### src/crc_host_pkg.sv
// Constants and types shared by the CRC generator host controller.
// Assumes a 16-bit device register port with eight word registers.
package crc_host_pkg;
  // Device register indices
  localparam logic [2:0] DEV_CON1 = 3'h0;
  localparam logic [2:0] DEV_CON2 = 3'h1;
  localparam logic [2:0] DEV_TAPL = 3'h2;
  localparam logic [2:0] DEV_TAPH = 3'h3;
  localparam logic [2:0] DEV_DATL = 3'h4;
  localparam logic [2:0] DEV_DATH = 3'h5;
  localparam logic [2:0] DEV_RESL = 3'h6;
  localparam logic [2:0] DEV_RESH = 3'h7;
  // control_status_low fields
  localparam int CON1_ENABLE = 15;
  localparam int CON1_FULL = 7;
  localparam int CON1_EMPTY = 6;
  localparam int CON1_IRQSEL = 5;
  localparam int CON1_GO = 4;
  localparam int CON1_LSBFIRST = 3;
  // control_width_reg fields
  localparam int CON2_WIDTH_LO = 8;
  localparam int CON2_POLY_LENGTH_FIELD_LO = 0;
  // Host register offsets
  localparam logic [3:0] H_CFG = 4'h0;
  localparam logic [3:0] H_TAPS = 4'h1;
  localparam logic [3:0] H_SEED = 4'h2;
  localparam logic [3:0] H_DATA = 4'h3;
  localparam logic [3:0] H_CMD = 4'h4;
  localparam logic [3:0] H_STATUS = 4'h5;
  localparam logic [3:0] H_RESULT = 4'h6;
  // Host field positions
  localparam int CFG_WIDTH_LO = 8;
  localparam int CFG_LSBFIRST = 16;
  localparam int CMD_START = 0;
  localparam int CMD_FINISH = 1;
  localparam int CMD_ABORT = 2;
  localparam int ST_BUSY = 0;
  localparam int ST_PENDING = 1;
  localparam int ST_DONE = 2;
  localparam int ST_IRQ = 3;
  // Setup writes and the instruction-cycle waits around a flush
  localparam logic [2:0] SETUP_LAST = 3'h6;
  localparam logic [6:0] MOVE_WAIT = 7'h02;

  typedef struct packed {
    logic wr;
    logic rd;
    logic [2:0] addr;
    logic [15:0] wdata;
  } devBus_t;

  typedef enum logic [10:0] {
    S_IDLE  = 11'h001,
    S_SETUP = 11'h002,
    S_POLL  = 11'h004,
    S_CHK   = 11'h008,
    S_FEEDH = 11'h010,
    S_WAIT  = 11'h020,
    S_FLUSH = 11'h040,
    S_IRQ   = 11'h080,
    S_RDL   = 11'h100,
    S_RDH   = 11'h200,
    S_FIN   = 11'h400
  } state_t;
endpackage

### src/crc_host.sv
// Host controller that drives a programmable CRC generator through its register port.
// Assumes the device answers a read one cycle later and raises devIrq for one cycle per interrupt.
//
// Notes on behaviour
// (RULE1) Enable bit is written first, before any other device register.
// (RULE2) Tap pair and polynomial length are programmed before starting.
// (RULE3) Word width and bit order are programmed before starting.
// (RULE4) Start bit written 1 to run the shifter, 0 to stop it.
// (RULE5) Seed is written into the result pair after starting.
// (RULE6) Words go to the data pair only while the full flag reads zero.
// (RULE7) Empty flag is awaited before the result is extracted.
// (RULE8) Wide words: wait (width+1)/2 instruction cycles after empty.
// (RULE9) Wide words: set width to polynomial length, write one dummy word.
// (RULE10) Device moves a word within two cycles, shifts in (length+1)/2 more.
// (RULE11) Narrow words: select shift-complete interrupt, clear flag, write dummy, wait.
// (RULE12) Result pair is read after final shifts; width is then restored.
// (RULE13) Width at most length: stop, clear flag, dummy data, restart, wait.
// (RULE14) Select 0 gives the interrupt only after all shifts complete.
// (RULE15) Data and result are each a pair of 16-bit registers.
// (RULE16) Device reports queued word count in a 5-bit field.
// (RULE17) FIFO depth is 4, 8 or 16 words depending on width.
// (RULE18) Bit-order select picks LSb first; result stays non-reflected.
// (RULE19) Engine shifts two bits per instruction cycle.
// (RULE20) Low data register is written before the high one.
// (RULE21) Clearing enable empties the device FIFO and resets its engine.
// (RULE22) Full when count equals depth, empty when count is zero.
//
// The plain strobed port and the placing of the registers were left to the implementer.
`timescale 1ns/1ps
module crc_host #(
  parameter int INSTR_CLKS = 2
) (
  // Clock and reset
  input wire logic clk,
  input wire logic rst_n,
  // Software register port
  input wire logic [3:0] swAddr,
  input wire logic [31:0] swWdata,
  input wire logic swWe,
  input wire logic swRe,
  output logic [31:0] swRdata,
  // Device register port
  output crc_host_pkg::devBus_t devBus,
  input wire logic [15:0] devRdata,
  input wire logic devIrq
);
  if (INSTR_CLKS < 1 || INSTR_CLKS > 255) begin
    $error("INSTR_CLKS out of range");
  end

  crc_host_pkg::state_t state_r;
  crc_host_pkg::devBus_t devBus_r;
  logic [31:0] cfg_r;
  logic [31:0] taps_r;
  logic [31:0] seed_r;
  logic [31:0] data_r;
  logic [31:0] result_r;
  logic pending_r;
  logic finishReq_r;
  logic done_r;
  logic irqFlag_r;
  logic chkEmpty_r;
  logic ansWait_r;
  logic [6:0] idx_r;
  logic [6:0] wait_r;
  crc_host_pkg::state_t waitNext_r;
  logic [7:0] div_r;
  logic tick;
  logic [4:0] width;
  logic [4:0] poly_length_field;
  logic lsbFirst;
  logic [6:0] dummyWords;
  logic startCmd;
  logic finishCmd;
  logic abortCmd;
  logic dataWr;
  logic consume;
  logic irqClear;

  assign width = cfg_r[crc_host_pkg::CFG_WIDTH_LO +: 5];
  assign poly_length_field = cfg_r[4:0];
  assign lsbFirst = cfg_r[crc_host_pkg::CFG_LSBFIRST];
  // Words needed so that the dummy data covers at least the polynomial length
  assign dummyWords = 7'((7'(poly_length_field) + 7'(width) + 7'h01) / (7'(width) + 7'h01));
  assign startCmd = swWe && swAddr == crc_host_pkg::H_CMD && swWdata[crc_host_pkg::CMD_START];
  assign finishCmd = swWe && swAddr == crc_host_pkg::H_CMD && swWdata[crc_host_pkg::CMD_FINISH];
  assign abortCmd = swWe && swAddr == crc_host_pkg::H_CMD && swWdata[crc_host_pkg::CMD_ABORT];
  assign dataWr = swWe && swAddr == crc_host_pkg::H_DATA;
  assign consume = state_r == crc_host_pkg::S_FEEDH;
  // Cleared once the stop write has landed, so a late interrupt of the last word is not kept
  assign irqClear = state_r == crc_host_pkg::S_FLUSH && idx_r == 7'h02;
  assign devBus = devBus_r;

  function automatic logic [15:0] con1Word(input logic go, input logic lsb);
    logic [15:0] w;
    w = 16'h0000;
    w[crc_host_pkg::CON1_ENABLE] = 1'b1;
    w[crc_host_pkg::CON1_IRQSEL] = 1'b0; // RULE11 RULE14
    w[crc_host_pkg::CON1_GO] = go; // RULE4
    w[crc_host_pkg::CON1_LSBFIRST] = lsb; // RULE18
    return w;
  endfunction

  function automatic logic [15:0] con2Word(input logic [4:0] wd, input logic [4:0] pl);
    logic [15:0] w;
    w = 16'h0000;
    w[crc_host_pkg::CON2_WIDTH_LO +: 5] = wd;
    w[crc_host_pkg::CON2_POLY_LENGTH_FIELD_LO +: 5] = pl;
    return w;
  endfunction

  // Instruction-cycle enable; device waits are counted in these ticks
  always_ff @(posedge clk or negedge rst_n) begin
    if (!rst_n) begin
      div_r <= 8'h00;
    end else if (div_r == 8'(INSTR_CLKS - 1)) begin
      div_r <= 8'h00;
    end else begin
      div_r <= div_r + 8'h01;
    end
  end
  assign tick = div_r == 8'(INSTR_CLKS - 1);

  // Software-owned configuration
  always_ff @(posedge clk or negedge rst_n) begin
    if (!rst_n) begin
      cfg_r <= 32'h0000_0000;
      taps_r <= 32'h0000_0000;
      seed_r <= 32'h0000_0000;
      data_r <= 32'h0000_0000;
    end else if (swWe) begin
      case (swAddr)
        crc_host_pkg::H_CFG: cfg_r <= swWdata & 32'h0001_1f1f;
        crc_host_pkg::H_TAPS: taps_r <= swWdata;
        crc_host_pkg::H_SEED: seed_r <= swWdata;
        crc_host_pkg::H_DATA: data_r <= swWdata;
        default: ;
      endcase
    end
  end

  // Flags that software or the device interrupt sets and the sequencer clears; a set wins
  always_ff @(posedge clk or negedge rst_n) begin
    if (!rst_n) begin
      pending_r <= 1'b0;
      finishReq_r <= 1'b0;
      irqFlag_r <= 1'b0;
    end else begin
      if (dataWr) begin
        pending_r <= 1'b1;
      end else if (consume || abortCmd) begin
        pending_r <= 1'b0;
      end
      if (finishCmd) begin
        finishReq_r <= 1'b1;
      end else if (state_r == crc_host_pkg::S_FIN || abortCmd) begin
        finishReq_r <= 1'b0;
      end
      if (devIrq) begin
        irqFlag_r <= 1'b1;
      end else if (irqClear) begin
        irqFlag_r <= 1'b0;
      end
    end
  end

  // Sequencer and device port
  always_ff @(posedge clk or negedge rst_n) begin
    if (!rst_n) begin
      state_r <= crc_host_pkg::S_IDLE;
      waitNext_r <= crc_host_pkg::S_IDLE;
      devBus_r <= '0;
      idx_r <= 7'h00;
      wait_r <= 7'h00;
      chkEmpty_r <= 1'b0;
      ansWait_r <= 1'b0;
      done_r <= 1'b0;
      result_r <= 32'h0000_0000;
    end else begin
      devBus_r.wr <= 1'b0;
      devBus_r.rd <= 1'b0;
      if (abortCmd) begin
        // Dropping enable clears the device FIFO, count and engine
        devBus_r <= '{wr: 1'b1, rd: 1'b0, addr: crc_host_pkg::DEV_CON1, wdata: 16'h0000}; // RULE21
        state_r <= crc_host_pkg::S_IDLE;
      end else begin
        case (state_r)
          crc_host_pkg::S_IDLE: begin
            if (startCmd) begin
              done_r <= 1'b0;
              idx_r <= 7'h00;
              state_r <= crc_host_pkg::S_SETUP;
            end
          end
          crc_host_pkg::S_SETUP: begin
            devBus_r.wr <= 1'b1;
            case (idx_r[2:0])
              3'h0: begin
                devBus_r.addr <= crc_host_pkg::DEV_CON1;
                devBus_r.wdata <= con1Word(1'b0, lsbFirst); // RULE1
              end
              3'h1: begin
                devBus_r.addr <= crc_host_pkg::DEV_CON2;
                devBus_r.wdata <= con2Word(width, poly_length_field); // RULE2 RULE3
              end
              3'h2: begin
                devBus_r.addr <= crc_host_pkg::DEV_TAPL;
                devBus_r.wdata <= taps_r[15:0]; // RULE2
              end
              3'h3: begin
                devBus_r.addr <= crc_host_pkg::DEV_TAPH;
                devBus_r.wdata <= taps_r[31:16];
              end
              3'h4: begin
                devBus_r.addr <= crc_host_pkg::DEV_CON1;
                devBus_r.wdata <= con1Word(1'b1, lsbFirst); // RULE4
              end
              3'h5: begin
                devBus_r.addr <= crc_host_pkg::DEV_RESL;
                devBus_r.wdata <= seed_r[15:0]; // RULE5 RULE15
              end
              default: begin
                devBus_r.addr <= crc_host_pkg::DEV_RESH;
                devBus_r.wdata <= seed_r[31:16];
              end
            endcase
            idx_r <= idx_r + 7'h01;
            if (idx_r[2:0] == crc_host_pkg::SETUP_LAST) begin
              state_r <= crc_host_pkg::S_POLL;
            end
          end
          crc_host_pkg::S_POLL: begin
            if (pending_r || finishReq_r) begin
              devBus_r.rd <= 1'b1;
              devBus_r.addr <= crc_host_pkg::DEV_CON1;
              chkEmpty_r <= !pending_r;
              ansWait_r <= 1'b1;
              state_r <= crc_host_pkg::S_CHK;
            end
          end
          crc_host_pkg::S_CHK: begin
            if (ansWait_r) begin
              // Read data stand only in the cycle after the strobe
              ansWait_r <= 1'b0;
            end else if (!chkEmpty_r) begin
              if (devRdata[crc_host_pkg::CON1_FULL]) begin // RULE6 RULE22
                state_r <= crc_host_pkg::S_POLL;
              end else begin
                devBus_r.wr <= 1'b1;
                devBus_r.addr <= crc_host_pkg::DEV_DATL; // RULE20
                devBus_r.wdata <= data_r[15:0];
                state_r <= crc_host_pkg::S_FEEDH;
              end
            end else if (!devRdata[crc_host_pkg::CON1_EMPTY]) begin // RULE7
              state_r <= crc_host_pkg::S_POLL;
            end else if (width > poly_length_field) begin
              wait_r <= 7'((7'(width) + 7'h01) >> 1); // RULE8
              waitNext_r <= crc_host_pkg::S_FLUSH;
              idx_r <= 7'h00;
              state_r <= crc_host_pkg::S_WAIT;
            end else begin
              idx_r <= 7'h00;
              state_r <= crc_host_pkg::S_FLUSH;
            end
          end
          crc_host_pkg::S_FEEDH: begin
            devBus_r.wr <= 1'b1;
            devBus_r.addr <= crc_host_pkg::DEV_DATH; // RULE20 RULE15
            devBus_r.wdata <= data_r[31:16];
            state_r <= crc_host_pkg::S_POLL;
          end
          crc_host_pkg::S_WAIT: begin
            if (wait_r == 7'h00) begin
              state_r <= waitNext_r;
            end else if (tick) begin
              wait_r <= wait_r - 7'h01;
            end
          end
          crc_host_pkg::S_FLUSH: begin
            idx_r <= idx_r + 7'h01;
            devBus_r.wr <= 1'b1;
            if (width > poly_length_field) begin
              // Width equal to length, then one dummy word pushes the result out
              if (idx_r == 7'h00) begin
                devBus_r.addr <= crc_host_pkg::DEV_CON2;
                devBus_r.wdata <= con2Word(poly_length_field, poly_length_field); // RULE9
              end else if (idx_r == 7'h01) begin
                devBus_r.addr <= crc_host_pkg::DEV_DATL;
                devBus_r.wdata <= 16'h0000; // RULE9
              end else begin
                devBus_r.addr <= crc_host_pkg::DEV_DATH;
                devBus_r.wdata <= 16'h0000;
                wait_r <= 7'(crc_host_pkg::MOVE_WAIT + ((7'(poly_length_field) + 7'h01) >> 1)); // RULE10 RULE19
                waitNext_r <= crc_host_pkg::S_RDL;
                state_r <= crc_host_pkg::S_WAIT;
              end
            end else if (idx_r == 7'h00) begin
              devBus_r.addr <= crc_host_pkg::DEV_CON1;
              devBus_r.wdata <= con1Word(1'b0, lsbFirst); // RULE13 RULE11
            end else if (idx_r <= 7'(dummyWords << 1)) begin
              devBus_r.addr <= idx_r[0] ? crc_host_pkg::DEV_DATL : crc_host_pkg::DEV_DATH; // RULE13
              devBus_r.wdata <= 16'h0000;
            end else begin
              devBus_r.addr <= crc_host_pkg::DEV_CON1;
              devBus_r.wdata <= con1Word(1'b1, lsbFirst); // RULE13
              state_r <= crc_host_pkg::S_IRQ;
            end
          end
          crc_host_pkg::S_IRQ: begin
            if (irqFlag_r) begin // RULE14 RULE11
              state_r <= crc_host_pkg::S_RDL;
            end
          end
          crc_host_pkg::S_RDL: begin
            devBus_r.rd <= 1'b1;
            devBus_r.addr <= crc_host_pkg::DEV_RESL; // RULE12
            state_r <= crc_host_pkg::S_RDH;
          end
          crc_host_pkg::S_RDH: begin
            ansWait_r <= 1'b1;
            devBus_r.rd <= 1'b1;
            devBus_r.addr <= crc_host_pkg::DEV_RESH;
            state_r <= crc_host_pkg::S_FIN;
          end
          crc_host_pkg::S_FIN: begin
            ansWait_r <= 1'b0;
            if (ansWait_r) begin
              result_r[15:0] <= devRdata; // RULE12
            end else begin
              result_r[31:16] <= devRdata; // RULE12
              devBus_r.wr <= 1'b1;
              devBus_r.addr <= crc_host_pkg::DEV_CON2;
              devBus_r.wdata <= con2Word(width, poly_length_field); // RULE12
              done_r <= 1'b1;
              state_r <= crc_host_pkg::S_IDLE;
            end
          end
          default: state_r <= crc_host_pkg::S_IDLE;
        endcase
      end
    end
  end

  // Read data stands in the cycle after the strobe only
  always_ff @(posedge clk or negedge rst_n) begin
    if (!rst_n) begin
      swRdata <= 32'h0000_0000;
    end else if (swRe) begin
      case (swAddr)
        crc_host_pkg::H_CFG: swRdata <= cfg_r;
        crc_host_pkg::H_TAPS: swRdata <= taps_r;
        crc_host_pkg::H_SEED: swRdata <= seed_r;
        crc_host_pkg::H_DATA: swRdata <= data_r;
        crc_host_pkg::H_STATUS: swRdata <= {28'h0000000, irqFlag_r, done_r, pending_r,
                                            state_r != crc_host_pkg::S_IDLE};
        crc_host_pkg::H_RESULT: swRdata <= result_r;
        default: swRdata <= 32'h0000_0000;
      endcase
    end else begin
      swRdata <= 32'h0000_0000;
    end
  end
endmodule

### config.mk
export PLATFORM = sky130hd
export DESIGN_NAME = crc_host
export DESIGN_NICKNAME = d
export VERILOG_FILES = /design/src/crc_host_pkg.sv /design/src/crc_host.sv
export SDC_FILE = /design/constraint.sdc
export NUM_CORES = 1
export LEC_CHECK = 0
export ABC_AREA = 1
export BUFFER_PORTS_ARGS = -buffer_cell sky130_fd_sc_hd__buf_4
export CORE_AREA = 5 5 246 248
export DETAILED_ROUTE_END_ITERATION = 16
export DIE_AREA = 0 0 251 253
export GPL_ROUTABILITY_DRIVEN = 0
export PLACE_DENSITY = 0.45
export SLEW_MARGIN = 0
export SYNTH_ARGS = -nofsm -noshare
export SYNTH_HDL_FRONTEND = slang
export SYNTH_SLANG_ARGS = --single-unit
### constraint.sdc
create_clock -name clk -period 8.5 [get_ports clk]
set_input_delay 0 -clock clk [delete_from_list [all_inputs] [get_ports clk]]
set_output_delay 0 -clock clk [all_outputs]
set_load 0.02 [all_outputs]
==> metrics list, run 1 <==
- The flow ran to the end, but the final reports show violations.
* Violated checks: negative setup slack
- After clock tree synthesis, the clock-pin slew on the worst setup and hold paths is 0.06 ns.
- The number of global-route vias before repair was 12900.
* Area post-placement: 15600 µm²
- Static timing analysis puts the maximum clock frequency at 115 MHz.
* Final period util: 102%
- On the critical path the largest part of the delay comes from simple AND/OR/NAND/NOR gates.
* Post-synthesis async set-or-reset flop share: 100%
- For this block, the initial DRC count from the detailed router was 980.
- The most critical setup path has its startpoint at cfg_r[0].
- Summed over all cells, the static leakage comes to 8.74 nW.
- Across the routed clock network, the largest skew measured is 0.0188 ns.
* CP Data Arrival Time: 9.17 ns
- Final count of negative-setup-slack endpoints: 15
- Portion of synthesized cell area occupied by the leading cell type: 43.9%
- TritonCTS built the clock tree.
- Synthesis-to-finish area growth: 35.6%
* Sink count of the clock tree: 234
* Slew Limit Fails: 0
- The floorplan step set the die height to 253 µm.
* Ratio of cells with drive above 1 in the final layout: 23.1%
* Final Hold Fails: 0
* Count of unresolved DRC violations after routing: 0
- Including well taps, the total number of placed cells is 2615.
- Of all cell types, the one taking the most synthesized area is sky130_fd_sc_hd__dfrtp_1.
- Number of synthesized flops with an enable pin: 0
* Worst slew margin: 23.5%
- XOR/XNOR share of the synthesized area: 1.58%
- The number of antenna violations at the first check in global routing came to 0.
- In the synthesized netlist, the number of instances is 1694.
* Post-synth top flop: sky130_fd_sc_hd__dfrtp_1
- IO Pins: 110
- In this design, the critical path's most frequently occurring cell is sky130_fd_sc_hd__nand2_2.
- In this run the core area contains 89 standard-cell rows.
* Max Cap Viol: 0
* Worst IR Drop VDD: 0.000520 V
- The floorplan step set the die width to 251 µm.
- Yosys printed 0 warnings.
- Sequential-to-total area share from yosys stat: 44.3%
- Mean instance size in the synthesized netlist: 7.81 µm²
* Max stage delay cell, worst path: sky130_fd_sc_hd__fa_2
* Max incr delay on CP: 0.39 ns
* Count of antenna-violating nets left after detailed routing: 0
- Class of the worst hold path: in2async
- Summing every instance area after synthesis gives 13200 µm².
* Critical path launch point type: flop
- Share of cell area taken by muxes after synthesis: 0.170%
* Vias: 12800
- Cells fill 30.8% of the core in the end.
- After the flow finishes, the layout carries non-filler instances totaling 2773.
- Summing the areas of all fa, ha and maj instances in the mapped netlist gives 5.26% of the synthesized area.
* Synth Net Count: 1806
- CTS buffer count: 30
- Crit Reg-Reg Startpoint: cfg_r[0]
- Setup repair after global routing could not meet its margin everywhere.
- The first global-routing pass estimated 78400 µm of wire.
* Worst-case setup slack after placement: -0.578 ns
- NumNets Final: 2088
- Skew-Pair Late Insertion Delay: 0.60 ns
- Basic-gate share of the synthesized area counting and, or, nand and nor cells: 22.1%
- Once the floorplan was initialized, standard cells occupied 22.7% of the core.
- The smallest clock period supported by the final layout is computed as 8.68 ns.
* WL final: 52000 µm
- The design draws 8.51 mW.
* Core box area: 58200 µm²
* Post-synthesis register bit count: 234
- Critical path data required time: 8.98 ns
- In the final timing run, aggregate negative setup slack is -2.18 ns.
- Sum of overflow across all layers after global routing: 0
* Category of the worst setup path capture point: flop
* Power per cell area: 474 nW/µm²
- Count of different cell masters after synthesis: 60
- Worst path setup slack after routing: -0.184 ns
- In the final routed layout, each cell accounts on average for 18.7 µm.
* Drt first pass iters: 6
- No sink is reached through more buffers than the 3 on the longest clock path.
- Die outline area: 63500 µm²
- Main combinational cell family by area after synthesis: simple AND/OR/NAND/NOR gates
- Using the TritonRoute via totals, the vias-per-cell ratio works out to 4.62.
- Of all nets on the critical path, the largest fanout is 7.
- At the pin with the least slew margin, the transition time is 1.14 ns.
- Synth top area cells: sky130_fd_sc_hd__dfrtp_1 (44%), sky130_fd_sc_hd__nand2_1 (12%), sky130_fd_sc_hd__o21ai_0 (7.7%), sky130_fd_sc_hd__inv_1 (6.1%), sky130_fd_sc_hd__ha_1 (5.1%)
- Finished Cell Area: 17900 µm²
* Global routing usage summed across all routing layers: 15.8%
- Critical path type: reg2reg
- The HPWL after detailed placement is 37800 µm.
* Compound-gate portion of the synthesized area: 17.9%
- CTS root buf: sky130_fd_sc_hd__clkbuf_16
* Pin count of the biggest net entering global routing: 128
- The number of buffers and inverters on the critical path is 9.
* Final hold slack: 0.0473 ns
* Ant diodes: 0
- CTS built an H-tree with a depth of 1.
- Count of input and output buffers: 109
-- cells in the final DEF (no fill, tap or decap), drive strengths merged, types with 2 or more instances in the layout --
| cell | instances |
|---|---|
| o211ai | 9 |
| xnor2 | 6 |
| o21a | 5 |
| nand2 | 450 |
| bufinv | 5 |
| o21bai | 5 |
| a31oi | 10 |
| nor3 | 22 |
| xor2 | 17 |
| dfstp | 2 |
| nor2 | 121 |
| a21o | 3 |
| clkinv | 9 |
| buf | 259 |
| a211oi | 4 |
| nand3b | 2 |
| dlygate4sd3 | 52 |
| a32o | 3 |
| a2111oi | 3 |
| o221ai | 7 |
| or2 | 6 |
| dfrtp | 232 |
| a21oi | 58 |
| nor4 | 5 |
| inv | 236 |
| o21ai | 217 |
| mux2 | 2 |
| ha | 54 |
| o31ai | 3 |
| o2111ai | 8 |
| nand4 | 13 |
| clkbuf | 42 |
| and2 | 4 |
| nand3 | 56 |
| o22ai | 38 |
| a221oi | 27 |
-- layer usage --
layer | global-route usage, % | share of wire (%)
met4 | 4.27 | 2.8
met3 | 2.12 | 4.9
met2 | 28.0 | 50
met5 | 0 | 0
met1 | 20.3 | 42
-- report_power, final --
| group | switching (mW) | leakage (nW) | internal [mW] | total, mW |
|---|---|---|---|---|
| clock network | 0.535 | 0.543 | 0.872 | 1.41 |
| registers | 0.138 | 3.07 | 1.29 | 1.43 |
| logic | 2.79 | 5.13 | 2.89 | 5.67 |
| total | 3.46 | 8.74 | 5.05 | 8.51 |
-- final cells by class --
class,count,area [µm²]
flip-flops and latches,234,5860
repair buffers,311,2500
well taps,773,967
fillers,6223,40300
multi-input cells,1162,6620
clock buffers,42,876
inverters,237,892
clock inverters,14,230
-- what timing repair did --
action,in CTS,in global routing
endpoints found under the setup margin,15,15
resized for setup,42,53
pin swaps,49,63
hold endpoints to repair,277,0
buffers inserted,42,8
hold buffers,52,0
-- logic make-up (layout without fill, tap and decap cells) --
logic type,after synthesis,count (layout)
compound gates,402,402
xor+xnor,23,23
fa+ha+maj,55,55
buf+inv,298,604
flops,234,234
mux,2,2
simple gates,680,680
-- cell usage after synthesis, types with 12 or more instances --
cell                       count
sky130_fd_sc_hd__a21oi_1      52
sky130_fd_sc_hd__nor2_1      109
sky130_fd_sc_hd__o22ai_1      38
sky130_fd_sc_hd__nor3_1       18
sky130_fd_sc_hd__nand3_1      53
sky130_fd_sc_hd__xor2_1       16
sky130_fd_sc_hd__o21ai_0     204
sky130_fd_sc_hd__ha_1         54
sky130_fd_sc_hd__inv_1       215
sky130_fd_sc_hd__inv_2        19
sky130_fd_sc_hd__nand2_1     436
sky130_fd_sc_hd__a221oi_1     27
sky130_fd_sc_hd__dfrtp_1     232
sky130_fd_sc_hd__o21ai_1      12
sky130_fd_sc_hd__nand2_2      12
sky130_fd_sc_hd__clkbuf_1     43
-- sequential cells by signal, summed over array words and instances, names as in the netlist, 3 cells and up --
signal / flops
state_r: 11
data_r: 32
swRdata: 32
idx_r: 7
div_r: 8
cfg_r: 11
seed_r: 32
wait_r: 7
taps_r: 32
result_r: 32
devBus: 21
waitNext_r: 3
-- final timing paths --
check	to	slack (ns)	cells past startpoint
setup / recovery	state_r[6]	-0.18	74
hold / removal	swRdata[28]	0.05	2
setup reg to reg	state_r[6]	-0.18	74
hold reg to reg	waitNext_r[0]	0.47	1
max in group asynchronous	devBus[20]	7.24	3
min in group clk	done_r	0.05	7
Power figures use the tool's default switching activity.
==> run 2, diff against run 1 <==
--- a/config.mk
+++ b/config.mk
@@ -12,5 +12,5 @@
 export DIE_AREA = 0 0 251 253
 export GPL_ROUTABILITY_DRIVEN = 0
-export PLACE_DENSITY = 0.45
+export PLACE_DENSITY = 0.5
 export SLEW_MARGIN = 0
 export SYNTH_ARGS = -nofsm -noshare
==> constraint.sdc (replaced) <==
create_clock -name clk -period 8.5 [get_ports clk]
set_input_delay 0 -clock clk [delete_from_list [all_inputs] [get_ports clk]]
set_output_delay 0 -clock clk [all_outputs]
set_load 0.05 [all_outputs]
==> run 2 against run 1 <==
Effect of this change:
- the flow finishes with violations (negative hold slack, negative setup slack)
- die area unchanged
- setup slack gained 0.011 ns
- worst hold slack got worse by 0.048 ns
- via count grew 0.98%
- critical path depth down 5
- fmax increased by 0.13%
- final cell count decreased by 1.1%
- global-route usage decreased by 0.67 points
- clock skew down 0.0060 ns
- register-to-register slack about the same
- critical endpoint is now devBus[18]
- utilization is 0.46 points lower
- highest routed layer unchanged
==> metrics list, run 2 (same netlist as run 1, synthesis figures left out) <==
- Slew Limit Fails: 0 (unchanged)
- Net switching power of the design: 3.51 mW (+1.5%)
- CTS root buf: sky130_fd_sc_hd__clkbuf_16
* Met2 global-route usage: 26.5% (-1.5 points)
- Global routing usage summed across all routing layers: 15.1% (-0.67 points)
* Worst path setup slack after routing: -0.173 ns (+0.0114 ns)
- The number of max-cap violations was 0 (unchanged).
- The achievable clock frequency was 115 MHz (+0.13%).
- The buffer levels on the longest clock path was 3 (unchanged).
* CTS buffer count: 27 (-10%)
- The final-report setup violation count was 15 (unchanged).
- IO Pins: 110 (unchanged)
* Switching share of total power: 42.1% (+1.4 points)
* Timing startpoint of the critical path: cfg_r[0]
* Most frequent standard cell in the layout excluding fill and tap cells: sky130_fd_sc_hd__nand2_1
- Count of antenna-violating nets left after detailed routing: 0 (unchanged)
- Routed length per placed instance: 18.4 µm (-1.9%)
* Category of the worst setup path capture point: flop
- The mean number of vias per cell came to 4.72 (+2.1%).
* Initial cell density of the core: 22.7% (unchanged)
* Crit Reg-Reg Startpoint: cfg_r[0]
* Max incr delay on CP: 0.36 ns (-0.03 ns)
- Met1 Resource Use GR: 19.7% (-0.67 points)
* Global-route wire length before repair: 75600 µm (-3.7%)
- The part of the power in combinational logic came to 66.4% (-0.3 points).
- Min cycle time layout: 8.67 ns (-0.0114 ns)
- M3 GR Usage: 2.16% (+0.041 points)
- The ratio of cells with drive above 1 in the final layout was 21.6% (-1.4 points).
- The total power came to 8.35 mW (-1.9%).
- Setup repair after global routing could not meet its margin everywhere.
- NumNets Final: 2062 (-1.2%)
- Worst slew margin: 18.7% (-4.7 points)
- The number of antenna violations at the first check in global routing was 1 (+1).
- The utilization after layout is 30.3% (-0.46 points).
- The final hold violation count was 1 (+1).
- Outcome: complete, but fails checks
- Class of the worst hold path: in2async
- The global-route congestion overflow total was 0 (unchanged).
* Design internal power: 4.83 mW (-4.2%)
- Count of unresolved DRC violations after routing: 0 (unchanged)
- The critical path data arrival time came to 9.17 ns (about the same).
- The maximum fanout along the worst path is 7 (unchanged).
- The top cell types in the final layout, fill and taps aside, are sky130_fd_sc_hd__nand2_1 (411), sky130_fd_sc_hd__dfrtp_1 (231), sky130_fd_sc_hd__buf_4 (228).
- Critical path data required time: 9.00 ns (+0.02 ns)
- Site Rows: 89 (unchanged)
* Die outline area: 63500 µm² (unchanged)
* Count of input and output buffers: 109 (unchanged)
- After global routing, the most crowded layer is met2.
- The overall die height was 253 µm (unchanged).
- For this design, the slowest cell found on the critical path is sky130_fd_sc_hd__dfrtp_1.
* Skew-Pair Late Insertion Delay: 0.57 ns (-0.03 ns)
- DIE WIDTH: 251 µm (unchanged)
- The number of H-tree levels was 1 (unchanged).
- Clk network pwr share: 16.4% (about the same)
* Critical path launch point type: flop
- The pin slew with the least headroom to its limit was 1.21 ns (+0.0772 ns).
* Final period util: 102% (-0.13 points)
- The total power divided by cell area is 472 nW/µm² (-0.41%).
- TritonCTS built the clock tree.
* Synthesis-to-finish area growth: 33.6%
* Clock slew at the register clock pins of the worst setup and hold paths: 0.07 ns (about the same)
- The number of global-route vias before repair came to 12700 (-1.8%).
- The clock net sink count was 234 (unchanged).
- The sum of net half-perimeters after detailed placement is 36400 µm (-3.8%).
* Leakage power: 8.59 nW (-1.7%)
* Violated checks: negative hold slack, negative setup slack
- The cell that appears most often on the critical path is sky130_fd_sc_hd__nand2_1.
- Pin count of the biggest net entering global routing: 151 (+18%)
- First DRT Iteration DRCs: 987 (+0.71%)
- Core box area: 58200 µm² (unchanged)
* Critical path type: reg2reg
- The total via count after detailed routing was 12900 (+0.98%).
- The number of optimization iterations in the first detailed-route pass was 6 (unchanged).
- Final hold slack: -0.000585 ns (-0.0478 ns)
- Layout Skew: 0.0127 ns (-0.00605 ns)
- WL final: 50400 µm (-3.0%)
- Reg power frac: 17.1% (+0.3 points)
* Ant diodes: 0 (unchanged)
- The maximum ir drop on the vdd rail was 0.000481 V (-7.6%).
run 2: cell types whose count changed in the layout (fill, tap and decap cells not counted), moves of 3 or more:
cell                        delta
sky130_fd_sc_hd__buf_4        -26
sky130_fd_sc_hd__bufinv_16     +3
sky130_fd_sc_hd__clkbuf_16     -3
sky130_fd_sc_hd__clkbuf_8      -3
sky130_fd_sc_hd__nand2_4       -3
sky130_fd_sc_hd__nor2_1        +3
run 2: worst max-delay path: cells and delay by family, from the launching register on:
family	cells	cell delay (ns)
DFF	1	0.36
adders and majority gates	9	2.28
and+or+nand+nor	36	3.22
buffers and inverters	8	0.53
AOI/OAI and AO/OA	16	2.19
run 2: layout make-up:
type / count / area (µm²)
clock buffer: 35 / 756
timing repair buffer: 287 / 2320
sequential: 234 / 5860
fill: 6215 / 40600
clock inverter: 13 / 283
inverter: 237 / 892
tap: 773 / 967
multi-input combinational: 1163 / 6590
run 2: timing repair:
item / in CTS / in global routing
endpoints found under the setup margin: 15 / 15
pin swaps: 36 / 45
cloned: 1 / 0
endpoints found under the hold margin: 235 / 0
setup buffers: 23 / 6
hold buffers: 52 / 0
resized for setup: 33 / 57
run 2: final timing paths:
check,end,slack (ns),cells after the start
max,devBus[18],-0.17,69
min,swRdata[30],-0.0006,2
max reg2reg,devBus[18],-0.17,69
min reg2reg,waitNext_r[0],0.47,1
max in group asynchronous,div_r[5],7.19,3
min in group clk,seed_r[15],0.05,3
run 2: metrics by stage:
step / instance area [µm²] / setup slack (ns) / setup TNS, ns / instances
floorplan: 13300 / 0.00475 / 0 / 1694
global placement: 15500 / -0.471 / -3.91 / 2612
detailed placement: 15500 / -0.671 / -7.13 / 2612
CTS: 17400 / -0.321 / -4.06 / 2736
global route: 17700 / -0.858 / -12.07 / 2742
finish: 17700 / -0.173 / -1.67 / 2742
run 2: power by group through the flow:
stage,Sequential [mW],Clock [mW],Combinational [mW]
final,1.43,1.37,5.55
after global routing,1.45,1.45,6.08
after CTS,1.43,1.40,4.61
after detailed placement,1.45,0,4.10
after global placement,1.44,0,4.05
after floorplan,1.54,0,2.39
run 2: per-layer routing:
layer / up-vias / part of all wire, %
li1: 6095 / -
met1: 6309 / 42
met2: 452 / 49
met3: 88 / 5.6
met4: 0 / 3.0
met5: - / 0
==> run 3, diff against run 2 <==
- SETUP_SLACK_MARGIN: unset -> 0.3
==> run 3 against run 2 <==
Effect of this change:
- the flow finishes with violations (negative setup slack)
- sequential power barely moved
- sequential share of layout area hardly changed
- wire length is 2.3% higher
- fmax about the same
- final cell count rose by 0.84%
- clock skew up 0.0017 ns
- global-route usage grew 0.56 points
- count of clock-buffer cells in the layout up 5
- worst hold slack better by 0.056 ns
- power is 0.80% higher
- first-iteration DRC count grew 27%
- critical endpoint is now state_r[7]
==> metrics list, run 3 (same netlist as run 1, synthesis figures left out) <==
- Clk network pwr share: 13.5% (-2.9 points)
- Critical path launch point type: flop
* Achievable frequency: 115 MHz (about the same)
- Library cell appearing most often on the critical path: sky130_fd_sc_hd__nand2_2
- Drt first pass iters: 5 (-1)
- Pin count of the biggest net entering global routing: 100 (-34%)
* Violated checks: negative setup slack
- Most frequent cells in the layout: sky130_fd_sc_hd__nand2_1 (405), sky130_fd_sc_hd__buf_4 (252), sky130_fd_sc_hd__dfrtp_1 (231)
- IO Pins: 110 (unchanged)
- Reg2Reg Depth: 71 (+2.9%)
- The growth of design area from synthesis to finish was 33.5% (about the same).
- Worst slew margin: 11.3% (-7.4 points)
- Fillcell total: 6106 (-1.8%)
* Maximum fanout along the worst path: 8 (+1)
- The total length of routed wires came to 51600 µm (+2.3%).
* Die height: 253 µm (unchanged)
- The area of the die is 63500 µm² (unchanged).
* Reg power frac: 17.0% (about the same)
* Number of antenna violations at the first check in global routing: 3 (+2)
- The global-route usage over all layers was 15.7% (+0.56 points).
* Combinational cell fraction of total power: 69.5% (+3.1 points)
* Final Hold Fails: 0 (-1)
- The DRC violations left was 0 (unchanged).
- The maximum ir drop on the vdd rail is 0.000635 V (+32%).
* Layout Skew: 0.0144 ns (+0.00166 ns)
- In this run the clock root is driven by a sky130_fd_sc_hd__clkbuf_16.
* Total power draw: 8.41 mW (+0.80%)
- The worst hold path belongs to the class in2async.
- In this run the critical register-to-register path is captured at state_r[7].
* Vias: 13100 (+1.5%)
- Design internal power: 4.83 mW (-0.15%)
- Most frequent standard cell in the layout excluding fill and tap cells: sky130_fd_sc_hd__nand2_1
* Final count of negative-setup-slack endpoints: 15 (unchanged)
- Buffer depth of the longest clock path: 3 (unchanged)
- Site Rows: 89 (unchanged)
* Area used by multi-input combinational logic: 6630 µm² (+0.68%)
* Global-route wire length before repair: 78700 µm (+4.2%)
- The leakage power summed over all cells is 8.58 nW (-0.10%).
* Switching share of total power: 42.6% (+0.54 points)
* CTS buffer count: 27 (unchanged)
- The setup path with the least slack is of type reg2reg.
- The worst register-to-register path begins at cfg_r[8].
- Max Cap Viol: 0 (unchanged)
* Worst path setup slack after routing: -0.165 ns (+0.00764 ns)
- Outcome: complete, but fails checks
- The number of max-slew violations in the final report was 0 (unchanged).
- The core footprint came to 58200 µm² (unchanged).
- DIE WIDTH: 251 µm (unchanged)
- Clock slew at the register clock pins of the worst setup and hold paths: 0.06 ns (about the same)
* Min cycle time layout: 8.67 ns (-0.00764 ns)
- The register area was 5860 µm² (unchanged).
* Via-to-Cell Ratio: 4.75 (+0.62%)
- Count of input and output buffers: 109 (unchanged)
- The total power divided by cell area is 476 nW/µm² (+0.85%).
* Estimated wirelength of the detail-placed design: 37000 µm (+1.9%)
* Post-route non-filler standard cell count: 2765 (+0.84%)
- Final period util: 102% (about the same)
* Count of antenna-violating nets left after detailed routing: 0 (unchanged)
* Clock tree from TritonCTS: done
- Finished Cell Area: 17700 µm² (about the same)
- Category of the worst setup path capture point: flop
- The number of DRC markers after the initial detailed-route iteration is 1255 (+27%).
- The pin slew with the least headroom to its limit is 1.30 ns (+0.0816 ns).
- The instance area at placement is 15500 µm² (-0.13%).
- The count of nets after finishing came to 2082 (+0.97%).
- The number of instances in the placed design came to 2610 (-0.077%).
* Initial cell density of the core: 22.7% (unchanged)
- Vias in the first global route: 13100 (+3.4%)
* Max stage delay cell, worst path: sky130_fd_sc_hd__dfrtp_2
- Max incr delay on CP: 0.40 ns (+0.04 ns)
* Routed length per placed instance: 18.7 µm (+1.5%)
* Sink count of the clock tree: 234 (unchanged)
* Sum of overflow across all layers after global routing: 0 (unchanged)
* Worst reg-to-reg setup slack: -0.17 ns (about the same)
* RSZ-0062 raised after global routing: yes
- The data required time at the worst endpoint came to 8.94 ns (-0.06 ns).
- The latest clock arrival within the worst-skew pair is 0.57 ns (about the same).
* CP Data Arrival Time: 9.11 ns (-0.06 ns)
* Net switching power of the design: 3.59 mW (+2.1%)
- Number of H-tree branching levels: 1 (unchanged)
* Ratio of cells with drive above 1 in the final layout: 22.7% (+1.0 points)
## run 3: repair_timing
action                                  4_1_cts  5_1_grt
endpoints found under the setup margin       15       15
pin swaps                                    23       62
hold endpoints to repair                    260        0
resized for setup                            43       43
cloned                                        1        0
setup buffers                                42        8
hold buffers                                 53        0
## run 3: area by class of cell
class	instances	share of cell area (%)
multi-input combinational	1162	37.6
clock inverter	9	0.390
sequential	234	33.2
inverter	237	5.08
clock buffer	40	4.39
antenna	2	0.0283
timing repair buffer	308	13.9
tap	773	5.48
## run 3: critical path, delay by kind of cell (launching register included)
| kind | cells | cell delay (ns) |
|---|---|---|
| and+or+nand+nor | 35 | 3.13 |
| adders and majority gates | 9 | 2.22 |
| AOI/OAI and AO/OA | 17 | 1.94 |
| buffers and inverters | 10 | 0.88 |
| DFF | 1 | 0.40 |
## run 3: power groups by stage
stage	Clock (mW)	Sequential, mW	Combinational, mW
floorplan	0	1.54	2.42
global placement	0	1.45	4.00
detailed placement	0	1.45	4.05
CTS	1.16	1.43	5.18
global route	1.20	1.45	6.38
finish	1.13	1.43	5.85
## run 3: per-layer routing
layer  track usage (%)  routed length [µm]  vias up  part of all wire, %
li1                  -                   -     6138                    -
met1              21.4               22500     6401                   44
met2              26.2               24200      507                   47
met3              2.26                3410       86                  6.6
met4              4.27                1430        2                  2.8
met5                 0                   7        -                0.014
## run 3: worst max path at each step
stage          cells past startpoint  slack [ns]         end      from
2_1_floorplan                     74        0.06  state_r[7]  cfg_r[8]
3_3_place_gp                      72       -0.11   devBus[3]  cfg_r[2]
3_5_place_dp                      71       -0.28   devBus[3]  cfg_r[2]
4_1_cts                           75       -0.13  state_r[7]  cfg_r[8]
5_1_grt                           72       -0.75  state_r[3]  cfg_r[8]
6_report                          71       -0.17  state_r[7]  cfg_r[8]
## run 3: through the flow
step	hold WS, ns	setup WS (ns)	util, %	setup TNS (ns)
floorplan	-0.296	0.0636	-	0
global placement	0.0916	-0.108	26.6	-0.950
detailed placement	0.101	-0.285	26.6	-3.60
CTS	0.0390	-0.130	29.9	-1.29
global route	0.121	-0.746	30.3	-10.62
finish	0.0556	-0.165	30.3	-1.95
